**src/rtl/cdm_defs.svh**
```systemverilog
`ifndef CDM_DEFS_SVH
`define CDM_DEFS_SVH
// Register offsets (register index on the host register port)
`define CDM_OFF_MERGE      7'h0f
`define CDM_OFF_DET_CTRL   7'h10
`define CDM_OFF_TH1        7'h11
`define CDM_OFF_TH2        7'h12
`define CDM_OFF_TH3        7'h13
// Field positions
`define CDM_MERGE_WARN_BIT 1
`define CDM_MERGE_SECONDARY_IRQ_OUT_BIT 0
`define CDM_CAL_EN_BIT     6
`define CDM_PD_NEG_LSB     3
`define CDM_PD_POS_LSB     0
`define CDM_CODE_N_LSB     8
`define CDM_CODE_P_LSB     0
// Reset values
`define CDM_MERGE_RST      16'h0000
`define CDM_DET_CTRL_RST   16'h0000
`define CDM_TH_RST         16'h0000
`endif

```
**src/rtl/cdm_pkg.sv**
```systemverilog
package cdm_pkg;
    typedef logic [15:0] cdm_word_type;
    typedef logic [6:0]  cdm_addr_type;
    typedef logic [7:0]  cdm_code_type;
endpackage : cdm_pkg

```
**src/rtl/cdm_current_detect_cfg.sv**
```systemverilog
// Summary of operation
// - Merge bit 1 set: in normal mode without calibration, primary irq out also carries the warning state.
// - Merge bit 0 set: in normal mode without calibration, primary irq out also carries secondary irq state.
// - A write to any detection register latches all four into the detector.
// - Detector latches ignore digital reset and hold in every power mode.
// - Control bit 6 enables detectors in normal mode for calibration.
// - With calibration enabled, both irq outputs follow the detector outputs.
// - Control bits 5 to 3 power down negative detectors of channels 3,2,1.
// - Control bits 2 to 0 power down positive detectors of channels 3,2,1.
// - Channel 1 threshold: negative code upper byte, positive lower; resets zero.
// - Channel 2 threshold: negative code upper byte, positive lower; resets zero.
// - Codes pass straight to the detector: zeros lowest, ones highest threshold.
// - Channel 3 threshold: negative code upper byte, positive lower; resets zero.
`timescale 1ns/1ns
`default_nettype none
`include "cdm_defs.svh"
module cdm_current_detect_cfg (
    input  wire logic                  clock_i,
    input  wire logic                  nrst_i,
    input  wire logic                  reg_wr_i,
    input  wire logic                  reg_rd_i,
    input  wire cdm_pkg::cdm_addr_type reg_addr_i,
    input  wire cdm_pkg::cdm_word_type reg_wdata_i,
    output logic [15:0]                reg_rdata_o,
    output logic                       reg_hit_o,
    input  wire logic                  detect_mode_i,
    input  wire logic                  primary_irq_state_i,
    input  wire logic                  secondary_irq_state_i,
    input  wire logic                  warn_state_i,
    input  wire logic                  pos_detect_out_i,
    input  wire logic                  neg_detect_out_i,
    output logic                       primary_irq_out_o,
    output logic                       secondary_irq_out_o,
    output logic                       detectors_enabled_o,
    output logic [2:0]                 neg_power_down_o,
    output logic [2:0]                 pos_power_down_o,
    output logic [7:0]                 negative_detector_code_o [3],
    output logic [7:0]                 positive_detector_code_o [3]
);
    import cdm_pkg::*;

    // ************************************************************
    // Register file
    // ************************************************************
    cdm_word_type merge_r;
    cdm_word_type det_ctrl_r;
    cdm_word_type th_r [3];
    logic         det_wr;
    logic         map_hit;

    // Any write into the detection group, offsets 0x10 to 0x13
    assign det_wr = reg_wr_i && (reg_addr_i >= `CDM_OFF_DET_CTRL)
                             && (reg_addr_i <= `CDM_OFF_TH3);
    assign map_hit = (reg_addr_i >= `CDM_OFF_MERGE) && (reg_addr_i <= `CDM_OFF_TH3);

    // Merge register, only the low two bits are implemented
    always_ff @(posedge clock_i) begin
        if (!nrst_i) begin
            merge_r <= `CDM_MERGE_RST;
        end else if (reg_wr_i && reg_addr_i == `CDM_OFF_MERGE) begin
            merge_r <= {14'h0000, reg_wdata_i[1:0]};
        end
    end

    // Control keeps all 16 bits so reads echo what software wrote
    always_ff @(posedge clock_i) begin
        if (!nrst_i) begin
            det_ctrl_r <= `CDM_DET_CTRL_RST;
        end else if (reg_wr_i && reg_addr_i == `CDM_OFF_DET_CTRL) begin
            det_ctrl_r <= reg_wdata_i;
        end
    end

    // Threshold registers, one per channel
    genvar g;
    generate
        for (g = 0; g < 3; g++) begin : g_th
            always_ff @(posedge clock_i) begin
                if (!nrst_i) begin
                    th_r[g] <= `CDM_TH_RST;
                end else if (reg_wr_i && reg_addr_i == cdm_addr_type'(`CDM_OFF_TH1 + g)) begin
                    th_r[g] <= reg_wdata_i;
                end
            end
        end
    endgenerate

    // Read mux returns register shadows, never the latches
    always_comb begin
        reg_rdata_o = 16'h0000;
        case (reg_addr_i)
            `CDM_OFF_MERGE:    reg_rdata_o = merge_r;
            `CDM_OFF_DET_CTRL: reg_rdata_o = det_ctrl_r;
            `CDM_OFF_TH1:      reg_rdata_o = th_r[0];
            `CDM_OFF_TH2:      reg_rdata_o = th_r[1];
            `CDM_OFF_TH3:      reg_rdata_o = th_r[2];
            default:           reg_rdata_o = 16'h0000;
        endcase
    end
    assign reg_hit_o = (reg_rd_i || reg_wr_i) && map_hit;

    // ************************************************************
    // Detector configuration latches
    // ************************************************************
    cdm_word_type lat_ctrl_r;
    cdm_word_type lat_th_r [3];

    // No reset term at all: contents survive digital reset and mode changes.
    // Power-up value is undefined until software writes the group.
    // The written word is forwarded so the just-written value is latched too.
    always_ff @(posedge clock_i) begin
        if (det_wr) begin
            lat_ctrl_r  <= (reg_addr_i == `CDM_OFF_DET_CTRL) ? reg_wdata_i : det_ctrl_r;
            lat_th_r[0] <= (reg_addr_i == `CDM_OFF_TH1) ? reg_wdata_i : th_r[0];
            lat_th_r[1] <= (reg_addr_i == `CDM_OFF_TH2) ? reg_wdata_i : th_r[1];
            lat_th_r[2] <= (reg_addr_i == `CDM_OFF_TH3) ? reg_wdata_i : th_r[2];
        end
    end

    // Bookkeeping for the hold check; like the latches it ignores reset,
    // so it stays unknown, and the check idle, until the group is written
    logic lat_seen_r;
    always_ff @(posedge clock_i) begin
        if (det_wr) begin
            lat_seen_r <= 1'b1;
        end
    end

    // ************************************************************
    // Detector outputs
    // ************************************************************
    logic cal_en;
    assign cal_en              = lat_ctrl_r[`CDM_CAL_EN_BIT];
    assign detectors_enabled_o = cal_en || detect_mode_i;
    assign neg_power_down_o    = lat_ctrl_r[`CDM_PD_NEG_LSB +: 3];
    assign pos_power_down_o    = lat_ctrl_r[`CDM_PD_POS_LSB +: 3];
    generate
        for (g = 0; g < 3; g++) begin : g_code
            // Code is passed unaltered, so threshold rises with code
            assign negative_detector_code_o[g] = lat_th_r[g][`CDM_CODE_N_LSB +: 8];
            assign positive_detector_code_o[g] = lat_th_r[g][`CDM_CODE_P_LSB +: 8];
        end
    endgenerate

    // ************************************************************
    // Interrupt routing
    // ************************************************************
    logic merged_irq;
    assign merged_irq = primary_irq_state_i
                      | (merge_r[`CDM_MERGE_WARN_BIT] & warn_state_i)
                      | (merge_r[`CDM_MERGE_SECONDARY_IRQ_OUT_BIT] & secondary_irq_state_i);

    // Calibration borrows both pins exactly as detection mode does
    always_comb begin
        if (detectors_enabled_o) begin
            primary_irq_out_o   = pos_detect_out_i;
            secondary_irq_out_o = neg_detect_out_i;
        end else begin
            primary_irq_out_o   = merged_irq;
            secondary_irq_out_o = secondary_irq_state_i;
        end
    end

    // ************************************************************
    // Assertions
    // ************************************************************
    property p_latch_group;
        @(posedge clock_i) disable iff (!nrst_i)
        (reg_wr_i && reg_addr_i == `CDM_OFF_TH2)
            |=> (lat_th_r[1] == $past(reg_wdata_i)) && (lat_th_r[0] == th_r[0]);
    endproperty
    a_latch_group: assert property (p_latch_group) else $error("latch group not copied");

    property p_latch_hold;
        @(posedge clock_i) (lat_seen_r && !det_wr)
            |=> $stable(lat_ctrl_r) && $stable(lat_th_r[0])
                && $stable(lat_th_r[1]) && $stable(lat_th_r[2]);
    endproperty
    a_latch_hold: assert property (p_latch_hold) else $error("latch changed without write");

    property p_warn_merge;
        @(posedge clock_i) disable iff (!nrst_i)
        (!detectors_enabled_o && merge_r[1] && warn_state_i) |-> primary_irq_out_o;
    endproperty
    a_warn_merge: assert property (p_warn_merge) else $error("warn not merged");

    property p_secondary_irq_out_merge;
        @(posedge clock_i) disable iff (!nrst_i)
        (!detectors_enabled_o && !merge_r[0] && !merge_r[1])
            |-> (primary_irq_out_o == primary_irq_state_i);
    endproperty
    a_secondary_irq_out_merge: assert property (p_secondary_irq_out_merge) else $error("unmerged irq altered");

    property p_secondary_irq_out_or;
        @(posedge clock_i) disable iff (!nrst_i)
        (!detectors_enabled_o && merge_r[`CDM_MERGE_SECONDARY_IRQ_OUT_BIT]
            && secondary_irq_state_i) |-> primary_irq_out_o;
    endproperty
    a_secondary_irq_out_or: assert property (p_secondary_irq_out_or) else $error("secondary irq not merged");

    property p_cal_route;
        @(posedge clock_i) disable iff (!nrst_i)
        cal_en |-> (primary_irq_out_o == pos_detect_out_i)
                && (secondary_irq_out_o == neg_detect_out_i);
    endproperty
    a_cal_route: assert property (p_cal_route) else $error("calibration routing wrong");

    property p_pd_neg;
        @(posedge clock_i) disable iff (!nrst_i)
        (reg_wr_i && reg_addr_i == `CDM_OFF_DET_CTRL)
            |=> neg_power_down_o == $past(reg_wdata_i[5:3]);
    endproperty
    a_pd_neg: assert property (p_pd_neg) else $error("negative power-down wrong");

    property p_pd_pos;
        @(posedge clock_i) disable iff (!nrst_i)
        (reg_wr_i && reg_addr_i == `CDM_OFF_DET_CTRL)
            |=> pos_power_down_o == $past(reg_wdata_i[2:0]);
    endproperty
    a_pd_pos: assert property (p_pd_pos) else $error("positive power-down wrong");

    property p_readback;
        @(posedge clock_i) disable iff (!nrst_i)
        (reg_wr_i && reg_addr_i == `CDM_OFF_TH1)
            ##1 (reg_addr_i == `CDM_OFF_TH1 && !reg_wr_i)
            |-> reg_rdata_o == $past(reg_wdata_i);
    endproperty
    a_readback: assert property (p_readback) else $error("readback mismatch");
endmodule : cdm_current_detect_cfg
`default_nettype wire

```
**config.mk**
```make
export PLATFORM = sky130hd
export DESIGN_NAME = cdm_current_detect_cfg
export DESIGN_NICKNAME = d
export VERILOG_FILES = /design/src/rtl/cdm_pkg.sv /design/src/rtl/cdm_current_detect_cfg.sv
export VERILOG_INCLUDE_DIRS = /design/src /design/src/rtl
export SDC_FILE = /design/constraint.sdc
export NUM_CORES = 1
export LEC_CHECK = 0
export ABC_AREA = 1
export BUFFER_PORTS_ARGS = -buffer_cell sky130_fd_sc_hd__buf_2
export CAP_MARGIN = 30
export CORE_MARGIN = 2
export CORE_UTILIZATION = 51
export DETAILED_ROUTE_END_ITERATION = 10
export HOLD_SLACK_MARGIN = 0.12
export PLACE_DENSITY = 0.75
export SKIP_LAST_GASP = 1
export SLEW_MARGIN = 20
export SYNTH_ARGS = -nofsm -noshare
export SYNTH_HDL_FRONTEND = slang
export SYNTH_SLANG_ARGS = --single-unit
```
**constraint.sdc**
```tcl
create_clock -name clock_i -period 4.3 [get_ports clock_i]
set_clock_uncertainty 0.05 [all_clocks]
set_input_delay 0.215 -clock clock_i [delete_from_list [all_inputs] [get_ports clock_i]]
set_output_delay 0.215 -clock clock_i [all_outputs]
set_load 0.01 [all_outputs]
```
==> impl_metrics.csv, run 1 <==
group,metric,value,unit
setup_path,critPathMaxStageDelay,500,ps
setup_path,cp_cell_sequence,"buf_2 -> nor2_1 -> nand2_1 -> nor2_2 -> buf_4 -> nand2_1 -> nand4_1 -> buf_2",
synthesis,synth_edf_count,103,
clocking,cts_buffers,17,
clocking,path_clk_slew,60,ps
timing,clock.fmax,462,MHz
global_route,track_usage,24.5,%
flow_run,cap_violations,0,
layout,drive_gt1_share,23.2,%
detailed_routing,dr_total_vias,4514,
floorplan,ioPinCount,107,
clocking,post-cts-setup-buffer-count,0,
setup_path,r2r-end,"merge_r[0]",
setup_path,cp_top_family,"simple AND/OR/NAND/NOR gates",
setup_path,critical_path_required,4030,ps
synthesis,synth_flop_cell,"edfxtp_1",
layout,fin_cells,817,
clocking,cts_tree,"built",
clocking,cts-root-buf,"clkbuf_8",
floorplan,core-area,0.0103,sq mm
global_route,antenna_found_initial,0,
clocking,clock_latency,530,ps
synthesis,netlist_instances,553,
global_route,grt_pass1_vias,4037,
setup_path,r2r_start,"merge_r[0]",
floorplan,die_y,107,microns
setup_path,rrSetupSlack,3030,ps
outcome,outcome,"complete, no violations",
detailed_routing,wl_per_cell,16.3,microns
place,placed_cell_area,0.00598,sq mm
setup_path,crit_path_top_delay_cell,"nor2_2",
floorplan,die_x,107,microns
min_path,min_to,"det_ctrl_r[15]",
place,place.port_buffers,106,
synthesis,syn_avg_cell_area,9.79,sq um
timing,setup_tns,0,ps
timing,min_period,2160,ps
detailed_routing,drt-initial-drc-count,562,
timing,report.final.setup_viol,0,
floorplan,initial_utilization,52.4,%
layout,mostFrequentLayoutCell,"nand2_1",
timing,drv_slew,0,
detailed_routing,ant_nets,0,
min_path,hold_path_depth,5,
synthesis,synth_cell_types,22,
layout,final_util,65.4,%
floorplan,die_area,0.0115,sq mm
timing,hold_viol_final,0,
synthesis,async_flop_share,0,%
detailed_routing,viasPerCell,5.53,
place,gp_congestion,0.920,
timing,tightest_slew,871,ps
global_route,grt_pass1_wl,20900,microns
setup_path,cp_num_buf_inv,3,
clocking,h-tree-depth,4,
synthesis,syn-cell-area,0.00541,sq mm
pwr,leakage,2.80,nW
layout,nets,701,
setup_path,crit_fanout,17,
global_route,grt_overflow_total,0,
setup_path,reg2reg_depth,5,
floorplan,row_count,37,
min_path,min_path_type,"input pin to flop",
layout,final_cell_mix,"nand2_1 (128), buf_2 (106), edfxtp_1 (103)",
layout,antenna_cells,0,
synthesis,synth.ff_latch_count,121,
timing,period_share,50.3,%
synthesis,synthesis.nets,586,
pwr,p_per_area,419,mW/mm^2
min_path,hold_path_startpoint,"reg_addr_i[4]",
setup_path,critPathKind,"input pin to primary output",
synthesis,yosysWarnings,0,
timing,rsz0062_at_grt,"false",
detailed_routing,dr.pass1.iters,8,
pwr,vdd_drop_max,226,uV
detailed_routing,route.detailed.drc,0,
clocking,clock_sinks,121,
setup_path,arrival,1900,ps
detailed_routing,wirelength,13300,microns
place,placed_cells,765,
synthesis,seq_area_frac_synth,63.8,%
global_route,grt_max_degree,56,
layout,fin_area,0.00676,sq mm
setup_path,crit_path_end_kind,"primary output",
clocking,cts_max_path_buffers,2,
timing,maxSlewHeadroom,41.9,%
place,hpwl,9140,microns
layout,syn2layout_area_growth,24.8,%
setup_path,startpoint_type,"input pin",
-- layout make-up --
type | count | area [sq um]
fillers | 780 | 3570
flip-flops and latches | 121 | 3450
multi-input cells | 365 | 1650
repair buffers | 133 | 792
clock buffers | 18 | 418
well taps | 136 | 170
clock inverters | 14 | 155
inverters | 30 | 113
-- flip-flops by register name, indices dropped and copies added (netlist names) --
register and cells:
lat_ctrl_r 7, det_ctrl_r 16, lat_th_r 48, merge_r 2, th_r 48
-- what timing repair did --
item	in CTS	in global routing
hold buffers	19	0
resized for setup	0	0
endpoints found under the hold margin	64	0
-- cell usage after synthesis (2+ instances only) --
master	count	area (sq um)
nand4_1	14	87.6
nor2_1	83	312
o21ai_1	52	260
inv_1	27	101
buf_2	18	90.1
inv_2	3	11.3
nor2_2	2	12.5
nand4_4	2	42.5
dfxtp_1	18	360
o21ai_0	6	30.0
nor2_4	3	33.8
buf_4	9	67.6
edfxtp_1	103	3090
clkbuf_1	8	30.0
a21oi_1	17	85.1
nand2_1	128	480
nand3_1	54	270
nand2_2	2	12.5
-- cells by family after synthesis --
group           synth area share [%]
simple gates                    23.3
flops                           63.8
compound gates                  7.05
buf+inv                         5.83
-- metrics by stage --
stage	setup WS [ps]	hold slack (ps)	total power, mW
floorplan	609	285	1.41
global placement	1470	413	1.46
detailed placement	1440	422	1.46
CTS	1990	207	2.83
global route	1990	250	2.90
finish	2140	217	2.83
-- report_power, final --
group	internal [mW]	total, mW	switching [mW]	leakage, nW
Clock	0.874	1.37	0.499	0.280
Combinational	0.0461	0.138	0.0922	1.43
Sequential	1.30	1.32	0.0175	1.09
Total	2.22	2.83	0.609	2.80
-- worst register-to-register path, stage by stage (launching register included) --
cell and delay (ps):
dfxtp_1 370, inv_1 50, nand2_1 60, nand2_1 50
nor2_1 90, dlygate4sd3_1 550
-- worst max-delay path by stage --
stage | from | to | slack, ps | depth (start not counted)
5_1_grt | reg_addr_i[3] | reg_rdata_o[14] | 1990 | 8
3_3_place_gp | reg_addr_i[5] | th_r[2][11] | 1470 | 6
2_1_floorplan | reg_addr_i[5] | lat_ctrl_r[0] | 610 | 7
4_1_cts | reg_addr_i[5] | th_r[1][9] | 1990 | 8
3_5_place_dp | reg_addr_i[5] | th_r[1][9] | 1440 | 8
6_report | reg_addr_i[3] | reg_rdata_o[14] | 2140 | 8
-- layer usage --
metal | track usage (%) | up-vias | part of all wire, %
met5 | 0 | - | 0
met4 | 10.0 | 0 | 2.3
met3 | 6.44 | 29 | 10
met2 | 35.4 | 286 | 45
met1 | 35.3 | 2085 | 42
li1 | - | 2114 | -
Power figures use the tool's default switching activity.
==> run 2, diff against run 1 <==
--- a/config.mk
+++ b/config.mk
@@ -6,14 +6,14 @@
 export SDC_FILE = /design/constraint.sdc
 export NUM_CORES = 1
 export LEC_CHECK = 0
-export ABC_AREA = 1
+export ABC_AREA = 0
 export BUFFER_PORTS_ARGS = -buffer_cell sky130_fd_sc_hd__buf_2
 export CAP_MARGIN = 30
 export CORE_MARGIN = 2
 export CORE_UTILIZATION = 51
 export DETAILED_ROUTE_END_ITERATION = 10
 export HOLD_SLACK_MARGIN = 0.12
-export PLACE_DENSITY = 0.75
+export PLACE_DENSITY = 0.74
 export SKIP_LAST_GASP = 1
 export SLEW_MARGIN = 20
 export SYNTH_ARGS = -nofsm -noshare
==> constraint.sdc (replaced) <==
create_clock -name clock_i -period 2 [get_ports clock_i]
set_clock_uncertainty 0.05 [all_clocks]
set_input_delay 0.1 -clock clock_i [delete_from_list [all_inputs] [get_ports clock_i]]
set_output_delay 0.1 -clock clock_i [all_outputs]
set_load 0.01 [all_outputs]
==> run 2 against run 1 <==
Against the previous run:
- via count decreased by 11%
- area after synthesis grew 2.5%
- cell area rose by 7.9%
- power increased by 120%
- die area rose by 2.4%
- sequential share of layout area down 3.8 points
- critical path type is now input pin to flop
- clock power grew 120%
- highest routed layer unchanged
- flip-flop and latch count unchanged
- combinational power grew to 2.8 times the previous value
==> impl_metrics.csv, run 2 <==
group,metric,value,unit
clocking,cts-root-buf,"clkbuf_8",
pwr,combPwrFrac,6.3,%
layout,largestRegisters,"lat_th_r x48, th_r x48, det_ctrl_r x16",
global_route,grt_overflow_total,0,
detailed_routing,wl_per_cell,21.4,microns
pwr,seqPwrFrac,45.2,%
outcome,outcome,"complete, no violations",
timing,rsz0062_at_grt,"false",
layout,fin_cells,695,
setup_path,r2r_start,"merge_r[1]",
pwr,finalPower,6.23,mW
detailed_routing,dr.pass1.iters,5,
place,placed_cells,643,
pwr,p_switching,1.34,mW
layout,final_cell_mix,"buf_2 (106), edfxtp_1 (103), mux2_2 (58)",
pwr,p_per_area,854,mW/mm^2
synthesis,synth_cell_types,35,
clocking,path_clk_slew,60,ps
clocking,cts_max_path_buffers,2,
setup_path,arrival,2340,ps
synthesis,seq_area_frac_synth,62.3,%
clocking,cts_buffers,17,
clocking,cts_resized,0,
floorplan,die_y,108,microns
timing,report.final.setup_viol,0,
global_route,grt_pass1_vias,4097,
clocking,clock_latency,520,ps
clocking,clock_sinks,121,
synthesis,async_flop_share,0,%
floorplan,die_x,108,microns
synthesis,netlist_instances,383,
global_route,grt_max_degree,56,
global_route,track_usage,26.7,%
pwr,p_int,4.89,mW
pwr,p_sw_share,21.4,%
timing,drv_slew,0,
global_route,grt_pass1_wl,22500,microns
detailed_routing,route.detailed.drc,0,
setup_path,reg2reg_depth,3,
detailed_routing,drt-initial-drc-count,249,
pwr,leakage,2.84,nW
pwr,vdd_drop_max,564,uV
setup_path,crit_end,"merge_r[1]",
timing,min_period,1930,ps
synthesis,synth_edf_count,103,
clocking,cts_hold_buffers,20,
floorplan,initial_utilization,51.6,%
synthesis,synthesis.nets,416,
setup_path,startpoint_type,"input pin",
synthesis,synthTopCellsByCount,"edfxtp_1 (103), mux2_2 (58), and2_1 (48), a21oi_1 (20), o21ai_0 (20)",
synthesis,syn_avg_cell_area,14.5,sq um
flow_run,cap_violations,0,
layout,mostFrequentLayoutCell,"buf_2",
layout,drive_gt1_share,47.2,%
pwr,power_frac_clock,48.5,%
timing,maxSlewHeadroom,54.9,%
place,hpwl,9700,microns
floorplan,row_count,38,
synthesis,syn-cell-area,0.00555,sq mm
synthesis,synth_top_area_share,55.8,%
setup_path,critical_path_required,2410,ps
detailed_routing,ant_nets,0,
floorplan,ioPinCount,107,
timing,period_share,96.5,%
setup_path,rrSetupSlack,570,ps
setup_path,crit_fanout,18,
global_route,antenna_found_initial,0,
min_path,min_path_type,"input pin to flop",
synthesis,synthTopCellsByArea,"edfxtp_1 (56%), mux2_2 (12%), dfxtp_1 (6.5%)",
floorplan,core-area,0.0107,sq mm
layout,nets,575,
timing,clock.fmax,518,MHz
synthesis,synth_flop_cell,"edfxtp_1",
detailed_routing,wirelength,14900,microns
clocking,h-tree-depth,4,
place,place.port_buffers,106,
setup_path,crit_path_end_kind,"flop",
synthesis,synth.ff_latch_count,121,
detailed_routing,viasPerCell,5.80,
place,gp_congestion,0.910,
floorplan,die_area,0.0117,sq mm
layout,antenna_cells,0,
timing,tightest_slew,673,ps
clocking,post-cts-setup-buffer-count,0,
timing,hold_viol_final,0,
setup_path,r2r-end,"merge_r[1]",
setup_path,critPathKind,"input pin to flop",
detailed_routing,dr_total_vias,4033,
synthesis,synth.largest_area_cell,"edfxtp_1",
synthesis,yosysWarnings,0,
clocking,cts_tree,"built",
synthesis,yosysMostFrequentCell,"edfxtp_1",
setup_path,setup.worst_path.start,"nrst_i",
layout,syn2layout_area_growth,31.5,%
==> run 2: cell count changes after synthesis, moves of 22 or more <==
cell / previous run / this run
and2_1: 0 / 48
inv_1: 27 / 5
mux2_2: 0 / 58
nand2_1: 128 / 4
nand3_1: 54 / 18
nor2_1: 83 / 4
o21ai_1: 52 / 1
==> run 2: worst min-delay path by stage <==
stage / end / slack, ps / from / depth (start not counted)
floorplan: det_ctrl_r[0] / 200 / reg_wdata_i[0] / 2
global placement: det_ctrl_r[13] / 360 / reg_wdata_i[13] / 3
detailed placement: det_ctrl_r[8] / 370 / reg_wdata_i[8] / 3
CTS: merge_r[0] / 170 / reg_addr_i[3] / 5
global route: merge_r[0] / 230 / reg_addr_i[3] / 5
finish: merge_r[0] / 200 / reg_addr_i[2] / 5
==> run 2: cell type report <==
| type | instances | area, sq um |
|---|---|---|
| fillers | 764 | 3450 |
| multi-input cells | 228 | 2000 |
| clock inverters | 12 | 150 |
| inverters | 6 | 22.5 |
| clock buffers | 20 | 435 |
| flip-flops and latches | 121 | 3450 |
| repair buffers | 168 | 1060 |
| well taps | 140 | 175 |
==> run 2: power groups by stage <==
stage	logic, mW	registers, mW	clock network, mW
floorplan	0.184	2.86	0
global placement	0.349	2.86	0
detailed placement	0.357	2.87	0
CTS	0.387	2.82	3.04
global route	0.417	2.82	3.17
finish	0.390	2.82	3.02
==> run 2: cell families (layout without fill, tap and decap cells) <==
| kind of cell | count (synthesis) | in the layout | synth area share [%] |
|---|---|---|---|
| buf+inv | 34 | 206 | 3.27 |
| simple gates | 110 | 110 | 12.6 |
| compound gates | 46 | 46 | 4.44 |
| flops | 121 | 121 | 62.3 |
| mux | 72 | 72 | 17.5 |
==> run 2: critical path: stages <==
cell           delay (ps)
dlygate4sd3_1         520
buf_2                 220
clkinv_1              590
a21oi_1               340
dlygate4sd3_1         570
==> run 2: layer usage <==
metal / part of all wire [%] / vias to the layer above / global-route usage (%)
met5: 0 / - / 0
met4: 3.4 / 0 / 12.9
met3: 6.6 / 48 / 7.35
met2: 51 / 203 / 43.9
met1: 39 / 1992 / 32.7
li1: - / 1790 / -
==> run 2: through the flow <==
| stage | hold slack [ps] | instance area, sq um | setup WS (ps) | util [%] | TNS [ps] |
|---|---|---|---|---|---|
| 2_1_floorplan | 198 | 5610 | -12.7 | - | -405 |
| 3_3_place_gp | 355 | 6510 | 18.6 | 60.5 | 0 |
| 3_5_place_dp | 372 | 6510 | -0.981 | 60.5 | -0.981 |
| 4_1_cts | 172 | 7290 | 71.6 | 67.9 | 0 |
| 5_1_grt | 226 | 7290 | 23.3 | 67.9 | 0 |
| 6_report | 198 | 7290 | 70.2 | 67.9 | 0 |
